[src/pkg/qpmux_defines.vh]
// Constants for the quadrature phase pin multiplexer
`ifndef QPMUX_DEFINES_VH
`define QPMUX_DEFINES_VH

// Register offsets (word index on the plain register port)
`define QPMUX_ADDR_W        4
`define QPMUX_REG_FUNC      4'h0
`define QPMUX_REG_DIR       4'h1
`define QPMUX_REG_DATA      4'h2
`define QPMUX_REG_PULLUP    4'h3
`define QPMUX_REG_PINS      4'h4

// Pin function select codes, 2 bits per pin
`define QPMUX_FN_QUAD       2'h0
`define QPMUX_FN_TIMER      2'h1
`define QPMUX_FN_GPIO       2'h2

// Field positions
`define QPMUX_FN_A_LSB      0
`define QPMUX_FN_B_LSB      2
`define QPMUX_BIT_A         4
`define QPMUX_BIT_B         5

// Reset values
`define QPMUX_FUNC_RST      4'h0
`define QPMUX_DIR_RST       8'h00
`define QPMUX_DATA_RST      8'h00
`define QPMUX_PULLUP_RST    8'h30
`define QPMUX_DATA_W        8

`endif

[src/hdl/qpmux_pin_slice.v]
// One phase pin: function select and pad drive
`timescale 1ns/10ps
`include "qpmux_defines.vh"

module qpmux_pin_slice (
   input  wire [1:0] funcSel,
   input  wire       gpioDir,
   input  wire       gpioOut,
   input  wire       timerOut,
   input  wire       timerOe,
   input  wire       pinIn,
   output reg        padOut,
   output reg        padOe,
   output reg        quadIn,
   output reg        timerIn,
   output reg        gpioIn
);

   always @* begin
      padOut  = 1'b0;
      padOe   = 1'b0;
      quadIn  = 1'b0;
      timerIn = 1'b0;
      gpioIn  = 1'b0;
      case (funcSel)
         `QPMUX_FN_TIMER: begin
            padOut  = timerOut;
            padOe   = timerOe;
            timerIn = pinIn;
         end
         `QPMUX_FN_GPIO: begin
            padOut = gpioOut;
            padOe  = gpioDir;
            gpioIn = pinIn;
         end
         default: begin
            quadIn = pinIn;
         end
      endcase
   end

endmodule

[src/hdl/qpmux_top.v]
// Quadrature phase pin multiplexer with pull-up control
//
// How it works
// - Phase A pin: decoder, timer ch0, gpio 4
// - Phase B pin: decoder, timer ch1, gpio 5
// - GPIO direction set per pin
// - Phase A pin defaults to decoder after reset
// - Phase B pin defaults to decoder after reset
// - Pull-up bit 4 controls phase A pull-up
// - Pull-up bit 5 controls phase B pull-up
//
// Decided for this implementation: the strobed register port and the address map.
`timescale 1ns/10ps
`include "qpmux_defines.vh"

module qpmux_top (
   input  wire                     clk,
   input  wire                     rst_n,
   input  wire [`QPMUX_ADDR_W-1:0] regAddr,
   input  wire [7:0]               regWdata,
   input  wire                     regWr,
   input  wire                     regRd,
   output reg  [7:0]               regRdata,
   input  wire                     quadPhaseAPinIn,
   output reg                      quadPhaseAPinOut,
   output reg                      quadPhaseAPinOe,
   output reg                      quadPhaseAPullupEn,
   input  wire                     quadPhaseBPinIn,
   output reg                      quadPhaseBPinOut,
   output reg                      quadPhaseBPinOe,
   output reg                      quadPhaseBPullupEn,
   input  wire                     timerAChan0Out,
   input  wire                     timerAChan0Oe,
   input  wire                     timerAChan1Out,
   input  wire                     timerAChan1Oe,
   output reg                      quadPhaseA,
   output reg                      quadPhaseB,
   output reg                      timerAChan0In,
   output reg                      timerAChan1In
);

   localparam          DW         = `QPMUX_DATA_W;
   localparam [DW-1:0] DIR_RST    = `QPMUX_DIR_RST;
   localparam [DW-1:0] DATA_RST   = `QPMUX_DATA_RST;
   localparam [DW-1:0] PULLUP_RST = `QPMUX_PULLUP_RST;
   localparam [DW-1:0] ZERO       = {DW{1'b0}};

   reg  [3:0]    funcSel_reg;
   reg  [DW-1:0] portCDir_reg;
   reg  [DW-1:0] portCData_reg;
   reg  [DW-1:0] portCPullupEnable_reg;
   reg  [DW-1:0] rdata_next;

   wire          wrFunc;
   wire          wrDir;
   wire          wrData;
   wire          wrPullup;
   wire [1:0]    selA;
   wire [1:0]    selB;

   wire          aOut;
   wire          aOe;
   wire          aQuad;
   wire          aTimer;
   wire          aGpio;
   wire          bOut;
   wire          bOe;
   wire          bQuad;
   wire          bTimer;
   wire          bGpio;

   // Write hit on one register index
   function hit;
      input                     strobe;
      input [`QPMUX_ADDR_W-1:0] addr;
      input [`QPMUX_ADDR_W-1:0] index;
      begin
         hit = strobe && (addr == index);
      end
   endfunction

   // Function field of pin A or pin B
   function [1:0] fieldOf;
      input [3:0] sel;
      input       pinB;
      begin
         if (pinB) begin
            fieldOf = sel[`QPMUX_FN_B_LSB+1:`QPMUX_FN_B_LSB];
         end else begin
            fieldOf = sel[`QPMUX_FN_A_LSB+1:`QPMUX_FN_A_LSB];
         end
      end
   endfunction

   assign wrFunc   = hit(regWr, regAddr, `QPMUX_REG_FUNC);
   assign wrDir    = hit(regWr, regAddr, `QPMUX_REG_DIR);
   assign wrData   = hit(regWr, regAddr, `QPMUX_REG_DATA);
   assign wrPullup = hit(regWr, regAddr, `QPMUX_REG_PULLUP);
   assign selA     = fieldOf(funcSel_reg, 1'b0);
   assign selB     = fieldOf(funcSel_reg, 1'b1);

   // Function select; decoder on both pins out of reset
   always @(posedge clk) begin
      if (!rst_n) begin
         funcSel_reg <= `QPMUX_FUNC_RST;
      end else if (wrFunc) begin
         funcSel_reg <= regWdata[3:0];
      end
   end

   // Direction, one bit per pin
   always @(posedge clk) begin
      if (!rst_n) begin
         portCDir_reg <= DIR_RST;
      end else if (wrDir) begin
         portCDir_reg <= regWdata;
      end
   end

   always @(posedge clk) begin
      if (!rst_n) begin
         portCData_reg <= DATA_RST;
      end else if (wrData) begin
         portCData_reg <= regWdata;
      end
   end

   // Pull-ups come out of reset enabled
   always @(posedge clk) begin
      if (!rst_n) begin
         portCPullupEnable_reg <= PULLUP_RST;
      end else if (wrPullup) begin
         portCPullupEnable_reg <= regWdata;
      end
   end

   qpmux_pin_slice sliceA (
      .funcSel  (selA),
      .gpioDir  (portCDir_reg[`QPMUX_BIT_A]),
      .gpioOut  (portCData_reg[`QPMUX_BIT_A]),
      .timerOut (timerAChan0Out),
      .timerOe  (timerAChan0Oe),
      .pinIn    (quadPhaseAPinIn),
      .padOut   (aOut),
      .padOe    (aOe),
      .quadIn   (aQuad),
      .timerIn  (aTimer),
      .gpioIn   (aGpio)
   );

   qpmux_pin_slice sliceB (
      .funcSel  (selB),
      .gpioDir  (portCDir_reg[`QPMUX_BIT_B]),
      .gpioOut  (portCData_reg[`QPMUX_BIT_B]),
      .timerOut (timerAChan1Out),
      .timerOe  (timerAChan1Oe),
      .pinIn    (quadPhaseBPinIn),
      .padOut   (bOut),
      .padOe    (bOe),
      .quadIn   (bQuad),
      .timerIn  (bTimer),
      .gpioIn   (bGpio)
   );

   // Read mux; pins read back through the pad in GPIO function only, zero otherwise
   always @* begin
      rdata_next = ZERO;
      case (regAddr)
         `QPMUX_REG_FUNC:   rdata_next = {{(DW-4){1'b0}}, funcSel_reg};
         `QPMUX_REG_DIR:    rdata_next = portCDir_reg;
         `QPMUX_REG_DATA:   rdata_next = portCData_reg;
         `QPMUX_REG_PULLUP: rdata_next = portCPullupEnable_reg;
         `QPMUX_REG_PINS: begin
            rdata_next[`QPMUX_BIT_A] = aGpio;
            rdata_next[`QPMUX_BIT_B] = bGpio;
         end
         default: rdata_next = ZERO;
      endcase
   end

   // Read data stands one cycle, zero otherwise
   always @(posedge clk) begin
      if (!rst_n) begin
         regRdata <= ZERO;
      end else begin
         regRdata <= regRd ? rdata_next : ZERO;
      end
   end

   // Pad A drive
   always @(posedge clk) begin
      if (!rst_n) begin
         quadPhaseAPinOut <= DATA_RST[`QPMUX_BIT_A];
         quadPhaseAPinOe  <= DIR_RST[`QPMUX_BIT_A];
      end else begin
         quadPhaseAPinOut <= aOut;
         quadPhaseAPinOe  <= aOe;
      end
   end

   // Pad B drive
   always @(posedge clk) begin
      if (!rst_n) begin
         quadPhaseBPinOut <= DATA_RST[`QPMUX_BIT_B];
         quadPhaseBPinOe  <= DIR_RST[`QPMUX_BIT_B];
      end else begin
         quadPhaseBPinOut <= bOut;
         quadPhaseBPinOe  <= bOe;
      end
   end

   // Pull-up controls
   always @(posedge clk) begin
      if (!rst_n) begin
         quadPhaseAPullupEn <= PULLUP_RST[`QPMUX_BIT_A];
         quadPhaseBPullupEn <= PULLUP_RST[`QPMUX_BIT_B];
      end else begin
         quadPhaseAPullupEn <= portCPullupEnable_reg[`QPMUX_BIT_A];
         quadPhaseBPullupEn <= portCPullupEnable_reg[`QPMUX_BIT_B];
      end
   end

   // Decoder phase inputs
   always @(posedge clk) begin
      if (!rst_n) begin
         quadPhaseA <= ZERO[0];
         quadPhaseB <= ZERO[0];
      end else begin
         quadPhaseA <= aQuad;
         quadPhaseB <= bQuad;
      end
   end

   // Timer capture inputs
   always @(posedge clk) begin
      if (!rst_n) begin
         timerAChan0In <= ZERO[0];
         timerAChan1In <= ZERO[0];
      end else begin
         timerAChan0In <= aTimer;
         timerAChan1In <= bTimer;
      end
   end

endmodule

[config.mk]
export PLATFORM = sky130hd
export DESIGN_NAME = qpmux_top
export DESIGN_NICKNAME = d
export VERILOG_FILES = /design/src/hdl/qpmux_pin_slice.v /design/src/hdl/qpmux_top.v
export VERILOG_INCLUDE_DIRS = /design/src /design/src/pkg
export SDC_FILE = /design/constraint.sdc
export NUM_CORES = 1
export LEC_CHECK = 0
export BUFFER_PORTS_ARGS = -buffer_cell sky130_fd_sc_hd__buf_2
export CORE_MARGIN = 2
export CORE_UTILIZATION = 55
export DETAILED_ROUTE_END_ITERATION = 6
export GPL_TIMING_DRIVEN = 0
export PLACE_DENSITY = 0.78
export SLEW_MARGIN = 0
export SYNTH_ARGS = -nofsm -noshare
export SYNTH_HDL_FRONTEND = slang
export SYNTH_HIERARCHICAL = 1
export SYNTH_SLANG_ARGS = --single-unit
[constraint.sdc]
create_clock -name clk -period 1.9 [get_ports clk]
set_input_delay 0.38 -clock clk [delete_from_list [all_inputs] [get_ports clk]]
set_output_delay 0.38 -clock clk [all_outputs]
set_load 0.01 [all_outputs]
Yosys cells after proc, flatten, opt, wreduce, memory -nomap -nowiden

Index checks and enable logic that the tools add are counted.

Flip-flop bits (word level): 46
Latch bits: 0
Memory bits (writable): 0
ROM bits: 0
Input bits: 22
Output and inout bits: 18
Word-level logic and storage cells: 43
Memories: 0

Add/subtract/negate cells: 0
$mul: 0
Div/mod/pow operators: 0
Magnitude comparators: 0
Eq/ne operators: 8
Shift-type cells: 0
Muxes and demuxes: 9
Bitwise operators: 1
Reduce and logical (&&, ||, !) cells: 10

Operators with widths:

| kind                                                             | number |
|---|---|
| 4-bit one-hot mux with 4 select lines                            | 1 |
| 4-bit by 2-bit == test with 1-bit output (second input constant) | 2 |
| 1-bit one-hot mux with 2 select lines                            | 4 |
| 2-bit one-hot mux with 4 select lines                            | 1 |
| 2-bit one-hot mux with 3 select lines                            | 1 |
| 2-bit AND reduction                                              | 3 |
| 3-bit OR reduction                                               | 2 |
| 2-bit by 1-bit == test with 1-bit output (second input constant) | 2 |
| 2-bit == test (second input constant)                            | 2 |
| 4-bit by 1-bit == test with 1-bit output (second input constant) | 1 |
| 4-bit by 3-bit == test with 1-bit output (second input constant) | 1 |
| 1-bit logical AND                                                | 4 |
| 4-bit zero test                                                  | 1 |
| 1-bit 2-to-1 mux                                                 | 2 |
| 1-bit inverter                                                   | 1 |

Depth between registers and ports, before layout

Gate-level depths: netlist (run 1).

Depth after elaboration: 3
Depth in mapped cells: 6
Gate-level depth less buffers: 6

Cells and area by module

The synthesis (run 1) kept the hierarchy.

Modules (own cells, without submodules):

| module          | times used | cells each | area an instance (µm²) |
|---|---|---|---|
| qpmux_top       | 1          | 200        | 1915.6 |
| qpmux_pin_slice | 2          | 11         | 76.3 |

Least setup slack after synthesis (run 1)

No wires, ideal clock.

Path type: input -> register
Start: input regAddr[0]
End: register regRdata[6]
Setup time: 120 ps
Data arrival time: 1265 ps
Required time: 1780 ps
Setup slack: 515 ps
Stages: 5
Path through: buf_2 buf_2 mux2_2 a22oi_1 nor2_1

Cells in the longest elaborated chain, start to end: 2
Elaborated cells between the ends (all ways): 4
Those cells by class: eq/ne: 3; mux: 1

RTL lines:

| item                                                                                                 | line            | text |
|---|---|---|
| from (decl)                                                                                          | qpmux_top.v:19  | `` input wire [`QPMUX_ADDR_W-1:0] regAddr, `` |
| 4-bit by 2-bit == test with 1-bit output or 4-bit by 1-bit == test with 1-bit output (tied branches) | qpmux_top.v:168 | `case (regAddr)` |
| 2-bit one-hot mux with 3 select lines *                                                              | qpmux_top.v:168 |  |
| to (signal assigned)                                                                                 | qpmux_top.v:186 | `regRdata <= regRd ? rdata_next : ZERO;` |
| to (decl)                                                                                            | qpmux_top.v:23  | `output reg [7:0] regRdata,` |

Every way passes the cells marked *; elsewhere a longest branch is shown, timed or not.
A chain may end at the register's enable or synchronous reset.

Worst setup path after layout (run 1)

Start: input regAddr[2]
End: register portCDir_reg[5]

Cells in the longest elaborated chain, start to end: 2

RTL lines:

| item                                     | line            | text |
|---|---|---|
| 4-bit by 1-bit == test with 1-bit output | qpmux_top.v:78  | `hit = strobe && (addr == index);` |
| 1-bit logical AND                        | qpmux_top.v:78  |  |
| to (signal assigned)                     | qpmux_top.v:116 | `portCDir_reg <= regWdata;` |
| to (decl)                                | qpmux_top.v:49  | `reg [DW-1:0] portCDir_reg;` |

Every way passes these cells.

==> flow_results.xml, run 1 <==
<?xml version="1.0" encoding="UTF-8"?>
<metrics>
  <group name="cts">
    <metric name="clk_pin_slew_worst_paths" unit="ps">90</metric>
    <metric name="cts_htree_levels" unit="">2</metric>
    <metric name="cts_repair_resizes" unit="">0</metric>
    <metric name="cts.path.max_buffers" unit="">2</metric>
    <metric name="cts_buffers" unit="">5</metric>
    <metric name="hold_buffers" unit="">0</metric>
    <metric name="clk_latency" unit="ps">300</metric>
    <metric name="clock_sink_count" unit="">46</metric>
    <metric name="ctsRootBufferMaster" unit="">clkbuf_8</metric>
    <metric name="tritoncts_clock_tree" unit="">built</metric>
    <metric name="cts_post_setup_buffers_inserted" unit="">0</metric>
  </group>
  <group name="power">
    <metric name="switching_fraction" unit="%">22.7</metric>
    <metric name="seq_power_share" unit="%">53.0</metric>
    <metric name="switching_power" unit="µW">420</metric>
    <metric name="power_frac_clock" unit="%">38.7</metric>
    <metric name="power_frac_comb" unit="%">8.4</metric>
    <metric name="p_leak" unit="µW">0.000970</metric>
    <metric name="internal_power_component" unit="µW">1430</metric>
    <metric name="peakVddDrop" unit="µV">565</metric>
    <metric name="cellPowerDensity" unit="mW/mm²">764</metric>
  </group>
  <group name="sta">
    <metric name="final-setup-viol-count" unit="">0</metric>
    <metric name="post-route-period-util" unit="%">72.7</metric>
    <metric name="tightestPinTransition" unit="ps">533</metric>
    <metric name="setup_repair_after_global_routing_missed_its_margin" unit="">no</metric>
    <metric name="finalClockSkew" unit="ps">6.34</metric>
    <metric name="report.final.slew_viol_count" unit="">0</metric>
    <metric name="hold_violations" unit="">0</metric>
    <metric name="min_period" unit="ps">1380</metric>
    <metric name="fin_setup_tns" unit="ps">0</metric>
    <metric name="slew-limit-headroom" unit="%">64.5</metric>
    <metric name="max_clock_freq" unit="GHz">0.724</metric>
  </group>
  <group name="drt">
    <metric name="dr.pass1.iters" unit="">4</metric>
    <metric name="wl" unit="µm">4760</metric>
    <metric name="viasPerCell" unit="">5.49</metric>
    <metric name="drt_drc_violations_left" unit="">0</metric>
    <metric name="detail_route.iter0.violations" unit="">111</metric>
    <metric name="drtAntennaViolNets" unit="">0</metric>
    <metric name="wirelength_per_cell" unit="µm">15.1</metric>
    <metric name="via_count" unit="">1729</metric>
  </group>
  <group name="placement">
    <metric name="dpl.hpwl" unit="µm">3420</metric>
    <metric name="globalplace.congestion" unit="">0.814</metric>
    <metric name="place_inst" unit="">307</metric>
    <metric name="buffer_ports.inserted" unit="">37</metric>
  </group>
  <group name="synthesis">
    <metric name="syn_area_per_cell" unit="µm²">9.32</metric>
    <metric name="synth_cell_types" unit="">34</metric>
    <metric name="synth_sequential_area_ratio" unit="%">44.5</metric>
    <metric name="netlist.top_cell.by_area" unit="">dfxtp_1</metric>
    <metric name="netlist_area" unit="mm²">0.00207</metric>
    <metric name="synth_warnings" unit="">6</metric>
    <metric name="post_synth_inst_count" unit="">222</metric>
    <metric name="number_of_storage_elements_in_the_synthesis_netlist" unit="">46</metric>
    <metric name="synth_top_area_share" unit="%">44.5</metric>
    <metric name="synth.net_count" unit="">248</metric>
    <metric name="yosys-top-cells-area" unit="">dfxtp_1 45%, mux2i_1 11%, nand2_1 4.2%</metric>
  </group>
  <group name="final_layout">
    <metric name="share_of_cells_above_drive_strength_1" unit="%">24.3</metric>
    <metric name="layout_commonest_cell" unit="">dfxtp_1</metric>
    <metric name="finalNetCount" unit="">292</metric>
    <metric name="antenna_fix_cells" unit="">0</metric>
    <metric name="synthToLayoutAreaGrowth" unit="%">17.0</metric>
    <metric name="layout_common_cells" unit="">46 x dfxtp_1, 44 x buf_2, 23 x nand2_1</metric>
    <metric name="finalCoreUtilization" unit="%">66.6</metric>
    <metric name="layout.cells.non_filler" unit="">315</metric>
  </group>
  <group name="critical_path">
    <metric name="critical_path_arrival" unit="ps">1590</metric>
    <metric name="timing_worst_setup_path_type" unit="">primary input to register</metric>
    <metric name="worstSetupEndpointType" unit="">register</metric>
    <metric name="worst_ep_required_time" unit="ps">2110</metric>
    <metric name="path_max_fanout" unit="">10</metric>
    <metric name="ff2ff_path_depth" unit="">5</metric>
    <metric name="startpoint_type" unit="">primary input</metric>
  </group>
  <group name="worst_hold_path">
    <metric name="hold_path.class" unit="">primary input to register</metric>
    <metric name="hold_depth" unit="">2</metric>
  </group>
  <group name="grt">
    <metric name="gr_usage_total" unit="%">24.7</metric>
    <metric name="globalRoute.totalOverflow" unit="">0</metric>
    <metric name="antenna_found_initial" unit="">0</metric>
    <metric name="largest_net_degree_at_the_start_of_global_routing" unit="">14</metric>
    <metric name="grt_pass1_vias" unit="">1666</metric>
    <metric name="first_pass_grt_wire_length" unit="µm">7920</metric>
  </group>
  <group name="floorplan">
    <metric name="core" unit="mm²">0.00363</metric>
    <metric name="start_util" unit="%">56.9</metric>
    <metric name="floorplan.io_pins" unit="">40</metric>
    <metric name="dieArea" unit="mm²">0.00427</metric>
    <metric name="die_h" unit="µm">65.3</metric>
    <metric name="die-width" unit="µm">65.3</metric>
    <metric name="row_count" unit="">22</metric>
  </group>
  <group name="outcome">
    <metric name="status" unit="">finished clean</metric>
  </group>
  <group name="run">
    <metric name="cap_viol_max_count" unit="">0</metric>
  </group>
</metrics>
synthesized netlist by cell type, drive strengths merged:
cell,instances
mux2i,22
mux2,4
dfxtp,46
and2,14
nor2,12
or4b,1
and3,1
nor3b,2
o22a,4
a21oi,2
nand3,16
a22oi,6
or2,1
nand2,23
or3b,2
nor3,1
buf,8
nand2b,3
nand3b,4
ha,4
clkbuf,7
a211o,2
a21boi,12
inv,6
or3,1
o21ai,13
a31oi,4
nor2b,1
critical path: stages:
cell and delay [ps]:
buf_2 100, buf_2 170, nor3b_4 340, buf_2 290
nand3_1 100, a21boi_0 190
path summary, 6_finish.rpt:
| check | startpoint | endpoint | slack (ps) |
|---|---|---|---|
| worst max-delay path | regAddr[2] | portCDir_reg[5] | 520 |
| worst min-delay path | rst_n | quadPhaseAPullupEn | 300 |
| worst max register to register | funcSel_reg[3] | regRdata[5] | 560 |
| worst min register to register | portCPullupEnable_reg[6] | portCPullupEnable_reg[6] | 460 |
per-layer routing:
layer | track usage [%] | routed length (µm)
met2 | 38.5 | 2230
met1 | 31.7 | 2130
met4 | 11.7 | 68
met5 | 0 | 0
met3 | 6.51 | 333
per-stage QoR:
step | hold slack, ps | setup slack, ps | instance area, µm² | power, µW
6_report | 302 | 519 | 2420 | 1850
5_1_grt | 308 | 395 | 2420 | 1910
4_1_cts | 302 | 511 | 2420 | 1850
3_5_place_dp | 449 | 240 | 2310 | 1150
3_3_place_gp | 443 | 275 | 2310 | 1150
2_1_floorplan | 428 | 515 | 2070 | 1090
power groups by stage:
| stage | Sequential, µW | Combinational (µW) | Clock, µW |
|---|---|---|---|
| after floorplan | 1000 | 91.1 | 0 |
| after global placement | 1000 | 152 | 0 |
| after detailed placement | 1000 | 152 | 0 |
| after CTS | 979 | 153 | 720 |
| after global routing | 981 | 168 | 758 |
| final | 979 | 154 | 714 |
layout make-up:
class                      count  area, µm²
inverter                       6       22.5
timing repair buffer          37        185
buffer                        15       72.6
clock inverter                 1       30.0
multi-input combinational    155       1050
tap                           48       60.1
sequential                    46        921
fill                         303       1210
clock buffer                   7       76.3
cell families after synthesis:
group                    Yosys count  synth area share [%]
AND/OR/NAND/NOR                   82                  21.7
AO/OA/AOI/OAI                     43                  13.9
adder cells (fa/ha/maj)            4                  2.42
buffers and inverters             21                  4.60
multiplexers                      26                  12.8
flip-flops                        46                  44.5
Power figures use the tool's default switching activity.
==> run 2, diff against run 1 <==
- ABC_AREA: not set -> 1
- CORE_UTILIZATION: 55 -> 54
- PLACE_DENSITY: 0.78 -> 0.77
- clock period: 1.9 -> 1.3 ns (I/O delays scaled with it)
==> run 2 against run 1 <==
  * Power rose by 38%
  * Clock-buffer cell count is the same
  * Combinational power increased by 39%
  * Clock power grew 27%
  * Critical endpoint is now regRdata[5]
  * Largest cell class is now flip-flops and latches
==> flow_results.xml, run 2 <==
<?xml version="1.0" encoding="UTF-8"?>
<metrics>
  <group name="final_layout">
    <metric name="layout_common_cells" unit="">79 x nand2_1, 45 x dfxtp_1, 42 x buf_2</metric>
    <metric name="final.fill_count" unit="">378</metric>
    <metric name="antenna_fix_cells" unit="">0</metric>
    <metric name="synthToLayoutAreaGrowth" unit="%">17.0</metric>
    <metric name="layout.cells.non_filler" unit="">381</metric>
    <metric name="share_of_cells_above_drive_strength_1" unit="%">18.6</metric>
    <metric name="multiInputGateArea" unit="µm²">892</metric>
    <metric name="stdcell_area" unit="mm²">0.00236</metric>
    <metric name="area.sequential" unit="µm²">922</metric>
    <metric name="finalNetCount" unit="">358</metric>
    <metric name="layout_commonest_cell" unit="">nand2_1</metric>
  </group>
  <group name="synthesis">
    <metric name="synth.net_count" unit="">313</metric>
    <metric name="syn_area_per_cell" unit="µm²">7.04</metric>
    <metric name="netlist_area" unit="mm²">0.00202</metric>
    <metric name="synth_warnings" unit="">6</metric>
    <metric name="yosys_most_used_dff" unit="">dfxtp_1</metric>
    <metric name="ys_async_sr_fraction" unit="%">0</metric>
    <metric name="netlist.top_cell.by_area" unit="">dfxtp_1</metric>
    <metric name="yosys-top-cells-area" unit="">dfxtp_1 46%, nand2_1 15%, nand3_1 9.4%</metric>
    <metric name="number_of_storage_elements_in_the_synthesis_netlist" unit="">46</metric>
    <metric name="ranking_of_synthesized_cells_by_instance_count" unit="">79 x nand2_1, 46 x dfxtp_1, 38 x nand3_1</metric>
    <metric name="synth_sequential_area_ratio" unit="%">45.6</metric>
    <metric name="synth_top_area_share" unit="%">45.6</metric>
    <metric name="synthMostInstantiatedCell" unit="">nand2_1</metric>
    <metric name="synth_enable_flop_cells" unit="">0</metric>
    <metric name="post_synth_inst_count" unit="">287</metric>
    <metric name="synth_cell_types" unit="">15</metric>
  </group>
  <group name="critical_path">
    <metric name="critical_path_arrival" unit="ps">1360</metric>
    <metric name="timing_worst_setup_path_type" unit="">register to register</metric>
    <metric name="worst_ep_required_time" unit="ps">1500</metric>
    <metric name="startpoint_type" unit="">register</metric>
    <metric name="path_max_fanout" unit="">4</metric>
    <metric name="worst_path_max_stage_delay" unit="ps">400</metric>
    <metric name="crit_path_cell_trace" unit="">inv_1, ha_1, nand2_1, inv_1, nand3_1, nand2_1, nor2_1, nor2_1</metric>
    <metric name="crit_slowest_cell" unit="">dfxtp_1</metric>
    <metric name="setup.worst_path.start" unit="">funcSel_reg[2]</metric>
    <metric name="critical_path.n_buffers_inverters" unit="">2</metric>
    <metric name="critical-path-top-delay-family" unit="">flip-flops</metric>
    <metric name="worst_flop_to_flop_path_startpoint" unit="">funcSel_reg[2]</metric>
    <metric name="worstSetupEndpointType" unit="">register</metric>
  </group>
  <group name="power">
    <metric name="p_leak" unit="µW">0.00118</metric>
    <metric name="cellPowerDensity" unit="mW/mm²">1080</metric>
    <metric name="peakVddDrop" unit="µV">734</metric>
  </group>
  <group name="floorplan">
    <metric name="floorplan.io_pins" unit="">40</metric>
    <metric name="die_h" unit="µm">65.2</metric>
    <metric name="dieArea" unit="mm²">0.00425</metric>
    <metric name="row_count" unit="">22</metric>
    <metric name="core" unit="mm²">0.00363</metric>
    <metric name="die-width" unit="µm">65.2</metric>
    <metric name="start_util" unit="%">55.6</metric>
  </group>
  <group name="placement">
    <metric name="globalplace.congestion" unit="">0.902</metric>
    <metric name="dpl.hpwl" unit="µm">3500</metric>
    <metric name="buffer_ports.inserted" unit="">38</metric>
    <metric name="place_inst" unit="">373</metric>
    <metric name="detailed_place.area" unit="mm²">0.00227</metric>
  </group>
  <group name="cts">
    <metric name="cts_buffers" unit="">5</metric>
    <metric name="cts_post_setup_buffers_inserted" unit="">0</metric>
    <metric name="clk_pin_slew_worst_paths" unit="ps">80</metric>
    <metric name="ctsRootBufferMaster" unit="">clkbuf_8</metric>
    <metric name="cts.path.max_buffers" unit="">2</metric>
    <metric name="clk_latency" unit="ps">310</metric>
    <metric name="tritoncts_clock_tree" unit="">built</metric>
    <metric name="hold_buffers" unit="">0</metric>
    <metric name="cts_htree_levels" unit="">2</metric>
    <metric name="cts_repair_resizes" unit="">0</metric>
    <metric name="clock_sink_count" unit="">46</metric>
  </group>
  <group name="worst_hold_path">
    <metric name="hold_path.class" unit="">primary input to register</metric>
    <metric name="hold_start" unit="">regWdata[4]</metric>
  </group>
  <group name="drt">
    <metric name="wirelength_per_cell" unit="µm">12.3</metric>
    <metric name="dr.pass1.iters" unit="">4</metric>
    <metric name="drtAntennaViolNets" unit="">0</metric>
    <metric name="via_count" unit="">1982</metric>
    <metric name="drt_drc_violations_left" unit="">0</metric>
    <metric name="detail_route.iter0.violations" unit="">82</metric>
    <metric name="wl" unit="µm">4680</metric>
    <metric name="viasPerCell" unit="">5.20</metric>
  </group>
  <group name="sta">
    <metric name="final-setup-viol-count" unit="">0</metric>
    <metric name="report.final.slew_viol_count" unit="">0</metric>
    <metric name="setup_repair_after_global_routing_missed_its_margin" unit="">no</metric>
    <metric name="post-route-period-util" unit="%">89.5</metric>
    <metric name="tightestPinTransition" unit="ps">565</metric>
    <metric name="fin_setup_tns" unit="ps">0</metric>
    <metric name="hold_violations" unit="">0</metric>
    <metric name="finalClockSkew" unit="ps">7.71</metric>
    <metric name="slew-limit-headroom" unit="%">62.2</metric>
    <metric name="max_clock_freq" unit="GHz">0.860</metric>
    <metric name="min_period" unit="ps">1160</metric>
  </group>
  <group name="grt">
    <metric name="antenna_found_initial" unit="">0</metric>
    <metric name="grt_pass1_vias" unit="">1805</metric>
    <metric name="first_pass_grt_wire_length" unit="µm">8250</metric>
    <metric name="largest_net_degree_at_the_start_of_global_routing" unit="">14</metric>
    <metric name="gr_usage_total" unit="%">25.1</metric>
    <metric name="globalRoute.totalOverflow" unit="">0</metric>
  </group>
  <group name="run">
    <metric name="cap_viol_max_count" unit="">0</metric>
  </group>
  <group name="outcome">
    <metric name="status" unit="">finished clean</metric>
  </group>
</metrics>
## run 2: changes by cell type after synthesis, moves of 6 or more
cell and change:
a21boi_0 -10, nand2_1 +56, nor2_1 +14, a21oi_1 +22
nand3_1 +23, and2_1 -10, mux2i_1 -22, o21ai_0 -13
a22oi_1 -6, inv_1 +27, nand4_1 +16
## run 2: worst paths after layout
path / end / slack, ps / depth (start not counted)
max: regRdata[5] / 140 / 8
min: portCPullupEnable_reg[4] / 220 / 3
max reg2reg: regRdata[5] / 140 / 8
min reg2reg: portCDir_reg[3] / 470 / 2
## run 2: logic make-up after synthesis
family          Yosys count  synth area share, %
compound gates           24                 5.94
buf+inv                  48                 10.3
fa+ha+maj                 4                 2.48
flops                    46                 45.6
simple gates            165                 35.7
## run 2: per-layer routing
metal  routed length [µm]  GRT usage, %  part of all wire [%]
met3                  291          5.31                   6.2
met4                   62          9.38                   1.3
met5                    0             0                     0
met1                 2180          33.1                    46
met2                 2150          40.4                    46
## run 2: stage by stage
| stage | worst slack [ps] | power [µW] | hold slack, ps | util [%] |
|---|---|---|---|---|
| floorplan | 269 | 1590 | 373 | - |
| global placement | -120 | 1680 | 450 | 62.5 |
| detailed placement | -158 | 1680 | 456 | 62.5 |
| CTS | 124 | 2560 | 212 | 65.0 |
| global route | 16.6 | 2660 | 229 | 65.0 |
| finish | 137 | 2560 | 215 | 65.0 |
## run 2: cell type report
type | count | share of cell area (%)
buffer | 14 | 3.39
clock buffer | 7 | 3.65
clock inverter | 1 | 0.212
inverter | 34 | 5.40
multi-input combinational | 193 | 37.7
sequential | 46 | 39.0
tap | 48 | 2.54
timing repair buffer | 38 | 8.05
## run 2: power by group
| group | switching (µW) | internal, µW | leakage (µW) |
|---|---|---|---|
| Clock | 478 | 429 | 0.0000482 |
| Sequential | 9.59 | 1430 | 0.000372 |
| Combinational | 146 | 68.1 | 0.000757 |
## run 2: worst register-to-register path, delay by kind of cell, from the launching register on
family	cells	cell delay, ps
buffers and inverters	2	90
flip-flops	1	400
adder cells (fa/ha/maj)	1	220
AND/OR/NAND/NOR	5	330
==> run 3, diff against run 2 <==
--- a/config.mk
+++ b/config.mk
@@ -11,6 +11,7 @@
 export CORE_MARGIN = 2
-export CORE_UTILIZATION = 54
+export CORE_UTILIZATION = 40
 export DETAILED_ROUTE_END_ITERATION = 6
 export GPL_TIMING_DRIVEN = 0
-export PLACE_DENSITY = 0.77
+export PLACE_DENSITY = 0.6
+export SKIP_CTS_REPAIR_TIMING = 1
 export SLEW_MARGIN = 0
--- a/constraint.sdc
+++ b/constraint.sdc
@@ -3,2 +3,2 @@
 set_output_delay 0.26 -clock clk [all_outputs]
-set_load 0.01 [all_outputs]
+set_load 0.005 [all_outputs]
==> run 3 against run 2 <==
  * Sequential cell count unchanged
  * Hold slack got worse by 4.4 ps
  * Fmax decreased by 2.5%
  * Largest power group unchanged
  * Wire length increased by 6.2%
  * Highest routed layer unchanged
  * Clock skew decreased by 4.9 ps
  * Global-route usage decreased by 5.5 points
  * Worst setup slack got worse by 30 ps
==> flow_results.xml, run 3 (synthesis gave the netlist of run 2 again) <==
<?xml version="1.0" encoding="UTF-8"?>
<metrics>
  <group name="critical_path">
    <metric name="critical-path-top-delay-family" unit="">simple AND/OR/NAND/NOR gates</metric>
    <metric name="ff2ff_path_depth" unit="">8</metric>
    <metric name="worst_path_max_stage_delay" unit="ps">380</metric>
    <metric name="setup.reg_to_reg.worst_slack" unit="ps">110</metric>
    <metric name="crit_slowest_cell" unit="">dfxtp_2</metric>
    <metric name="worst_ep_required_time" unit="ps">1490</metric>
    <metric name="worst_r2r_endpoint" unit="">regRdata[4]</metric>
    <metric name="path_max_fanout" unit="">4</metric>
    <metric name="crit_path_cell_trace" unit="">inv_1, ha_1, nand2_1, inv_1, nand3_1, nand2_1, nor2_1, nor2_1</metric>
    <metric name="worst_flop_to_flop_path_startpoint" unit="">funcSel_reg[0]</metric>
    <metric name="timing_worst_setup_path_type" unit="">register to register</metric>
    <metric name="worstSetupEndpointType" unit="">register</metric>
    <metric name="critical_path.n_buffers_inverters" unit="">2</metric>
    <metric name="startpoint_type" unit="">register</metric>
    <metric name="critical_path_arrival" unit="ps">1390</metric>
  </group>
  <group name="drt">
    <metric name="drt_drc_violations_left" unit="">0</metric>
    <metric name="via_count" unit="">1903</metric>
    <metric name="detail_route.iter0.violations" unit="">101</metric>
    <metric name="dr.pass1.iters" unit="">4</metric>
    <metric name="wl" unit="µm">4980</metric>
    <metric name="drtAntennaViolNets" unit="">0</metric>
    <metric name="viasPerCell" unit="">4.76</metric>
    <metric name="wirelength_per_cell" unit="µm">12.4</metric>
  </group>
  <group name="floorplan">
    <metric name="floorplan.io_pins" unit="">40</metric>
    <metric name="die_h" unit="µm">75.1</metric>
    <metric name="row_count" unit="">25</metric>
    <metric name="dieArea" unit="mm²">0.00564</metric>
    <metric name="start_util" unit="%">42.2</metric>
    <metric name="core" unit="mm²">0.00479</metric>
    <metric name="die-width" unit="µm">75.1</metric>
  </group>
  <group name="placement">
    <metric name="place_worst_setup_slack" unit="ps">-178</metric>
    <metric name="globalplace.congestion" unit="">0.818</metric>
    <metric name="detailed_place.area" unit="mm²">0.00229</metric>
    <metric name="buffer_ports.inserted" unit="">38</metric>
    <metric name="dpl.hpwl" unit="µm">3690</metric>
  </group>
  <group name="final_layout">
    <metric name="layout_common_cells" unit="">79 x nand2_1, 45 x dfxtp_1, 42 x buf_2</metric>
    <metric name="area.sequential" unit="µm²">922</metric>
    <metric name="antenna_fix_cells" unit="">0</metric>
    <metric name="share_of_cells_above_drive_strength_1" unit="%">18.9</metric>
    <metric name="finalNetCount" unit="">358</metric>
    <metric name="final.fill_count" unit="">505</metric>
    <metric name="synthToLayoutAreaGrowth" unit="%">19.3</metric>
    <metric name="multiInputGateArea" unit="µm²">892</metric>
    <metric name="finalCoreUtilization" unit="%">50.4</metric>
    <metric name="stdcell_area" unit="mm²">0.00241</metric>
    <metric name="layout_commonest_cell" unit="">nand2_1</metric>
  </group>
  <group name="cts">
    <metric name="clk_latency" unit="ps">310</metric>
    <metric name="cts_buffers" unit="">5</metric>
    <metric name="clk_pin_slew_worst_paths" unit="ps">90</metric>
    <metric name="clock_sink_count" unit="">46</metric>
    <metric name="ctsRootBufferMaster" unit="">clkbuf_8</metric>
    <metric name="cts_htree_levels" unit="">2</metric>
    <metric name="cts.path.max_buffers" unit="">2</metric>
    <metric name="tritoncts_clock_tree" unit="">built</metric>
  </group>
  <group name="sta">
    <metric name="report.final.slew_viol_count" unit="">0</metric>
    <metric name="slew-limit-headroom" unit="%">58.9</metric>
    <metric name="setup_repair_after_global_routing_missed_its_margin" unit="">no</metric>
    <metric name="final-setup-viol-count" unit="">0</metric>
    <metric name="max_clock_freq" unit="GHz">0.838</metric>
    <metric name="min_period" unit="ps">1190</metric>
    <metric name="timing.final.ws_setup" unit="ps">106</metric>
    <metric name="tightestPinTransition" unit="ps">615</metric>
    <metric name="hold_violations" unit="">0</metric>
    <metric name="holdWs" unit="ps">211</metric>
    <metric name="fin_setup_tns" unit="ps">0</metric>
    <metric name="post-route-period-util" unit="%">91.8</metric>
    <metric name="finalClockSkew" unit="ps">2.85</metric>
  </group>
  <group name="worst_hold_path">
    <metric name="hold_path.class" unit="">primary input to register</metric>
    <metric name="hold-path-endpoint" unit="">portCPullupEnable_reg[4]</metric>
    <metric name="hold_depth" unit="">3</metric>
    <metric name="hold_start" unit="">regWdata[4]</metric>
  </group>
  <group name="grt">
    <metric name="globalRoute.totalOverflow" unit="">0</metric>
    <metric name="first_pass_grt_wire_length" unit="µm">8200</metric>
    <metric name="largest_net_degree_at_the_start_of_global_routing" unit="">16</metric>
    <metric name="grt_pass1_vias" unit="">1641</metric>
    <metric name="gr_usage_total" unit="%">19.6</metric>
    <metric name="antenna_found_initial" unit="">0</metric>
  </group>
  <group name="power">
    <metric name="p_leak" unit="µW">0.00118</metric>
    <metric name="cellPowerDensity" unit="mW/mm²">1130</metric>
    <metric name="peakVddDrop" unit="µV">530</metric>
  </group>
  <group name="run">
    <metric name="cap_viol_max_count" unit="">0</metric>
  </group>
  <group name="outcome">
    <metric name="status" unit="">finished clean</metric>
  </group>
</metrics>
## run 3: cell type report
type / instances / share of cell area, %
buffer: 14 / 3.32
clock buffer: 5 / 2.86
clock inverter: 3 / 1.87
inverter: 34 / 5.30
multi-input combinational: 193 / 37.0
sequential: 46 / 38.3
tap: 67 / 3.48
timing repair buffer: 38 / 7.89
## run 3: worst max-delay path by stage
stage	startpoint	to	slack (ps)	depth (start not counted)
3_5_place_dp	regAddr[0]	portCDir_reg[7]	-180	6
6_report	funcSel_reg[0]	regRdata[4]	110	8
2_1_floorplan	regWr	portCData_reg[0]	270	4
4_1_cts	funcSel_reg[0]	regRdata[4]	80	8
5_1_grt	funcSel_reg[0]	regRdata[4]	7	8
3_3_place_gp	regAddr[0]	portCDir_reg[7]	-180	6
## run 3: tightest hold or removal path, stage by stage
cell and delay [ps]:
buf_2 110, nand2_1 60, nand3_1 60
## run 3: metrics by stage
| step | cells | total power (µW) |
|---|---|---|
| finish | 400 | 2730 |
| global route | 400 | 2850 |
| CTS | 400 | 2750 |
| detailed placement | 392 | 1680 |
| global placement | 392 | 1680 |
| floorplan | 287 | 1590 |
## run 3: layer usage
| metal | global-route usage (%) | vias up | part of all wire (%) |
|---|---|---|---|
| met5 | 0 | - | 0 |
| met3 | 4.42 | 6 | 5.9 |
| li1 | - | 1003 | - |
| met2 | 29.3 | 61 | 44 |
| met1 | 28.5 | 833 | 49 |
| met4 | 4.76 | 0 | 1.1 |
## run 3: power by group
part	internal [µW]	total, µW	switching (µW)
registers	1430	1440	9.58
clock network	572	1080	506
logic	68.0	216	148
total	2070	2730	664
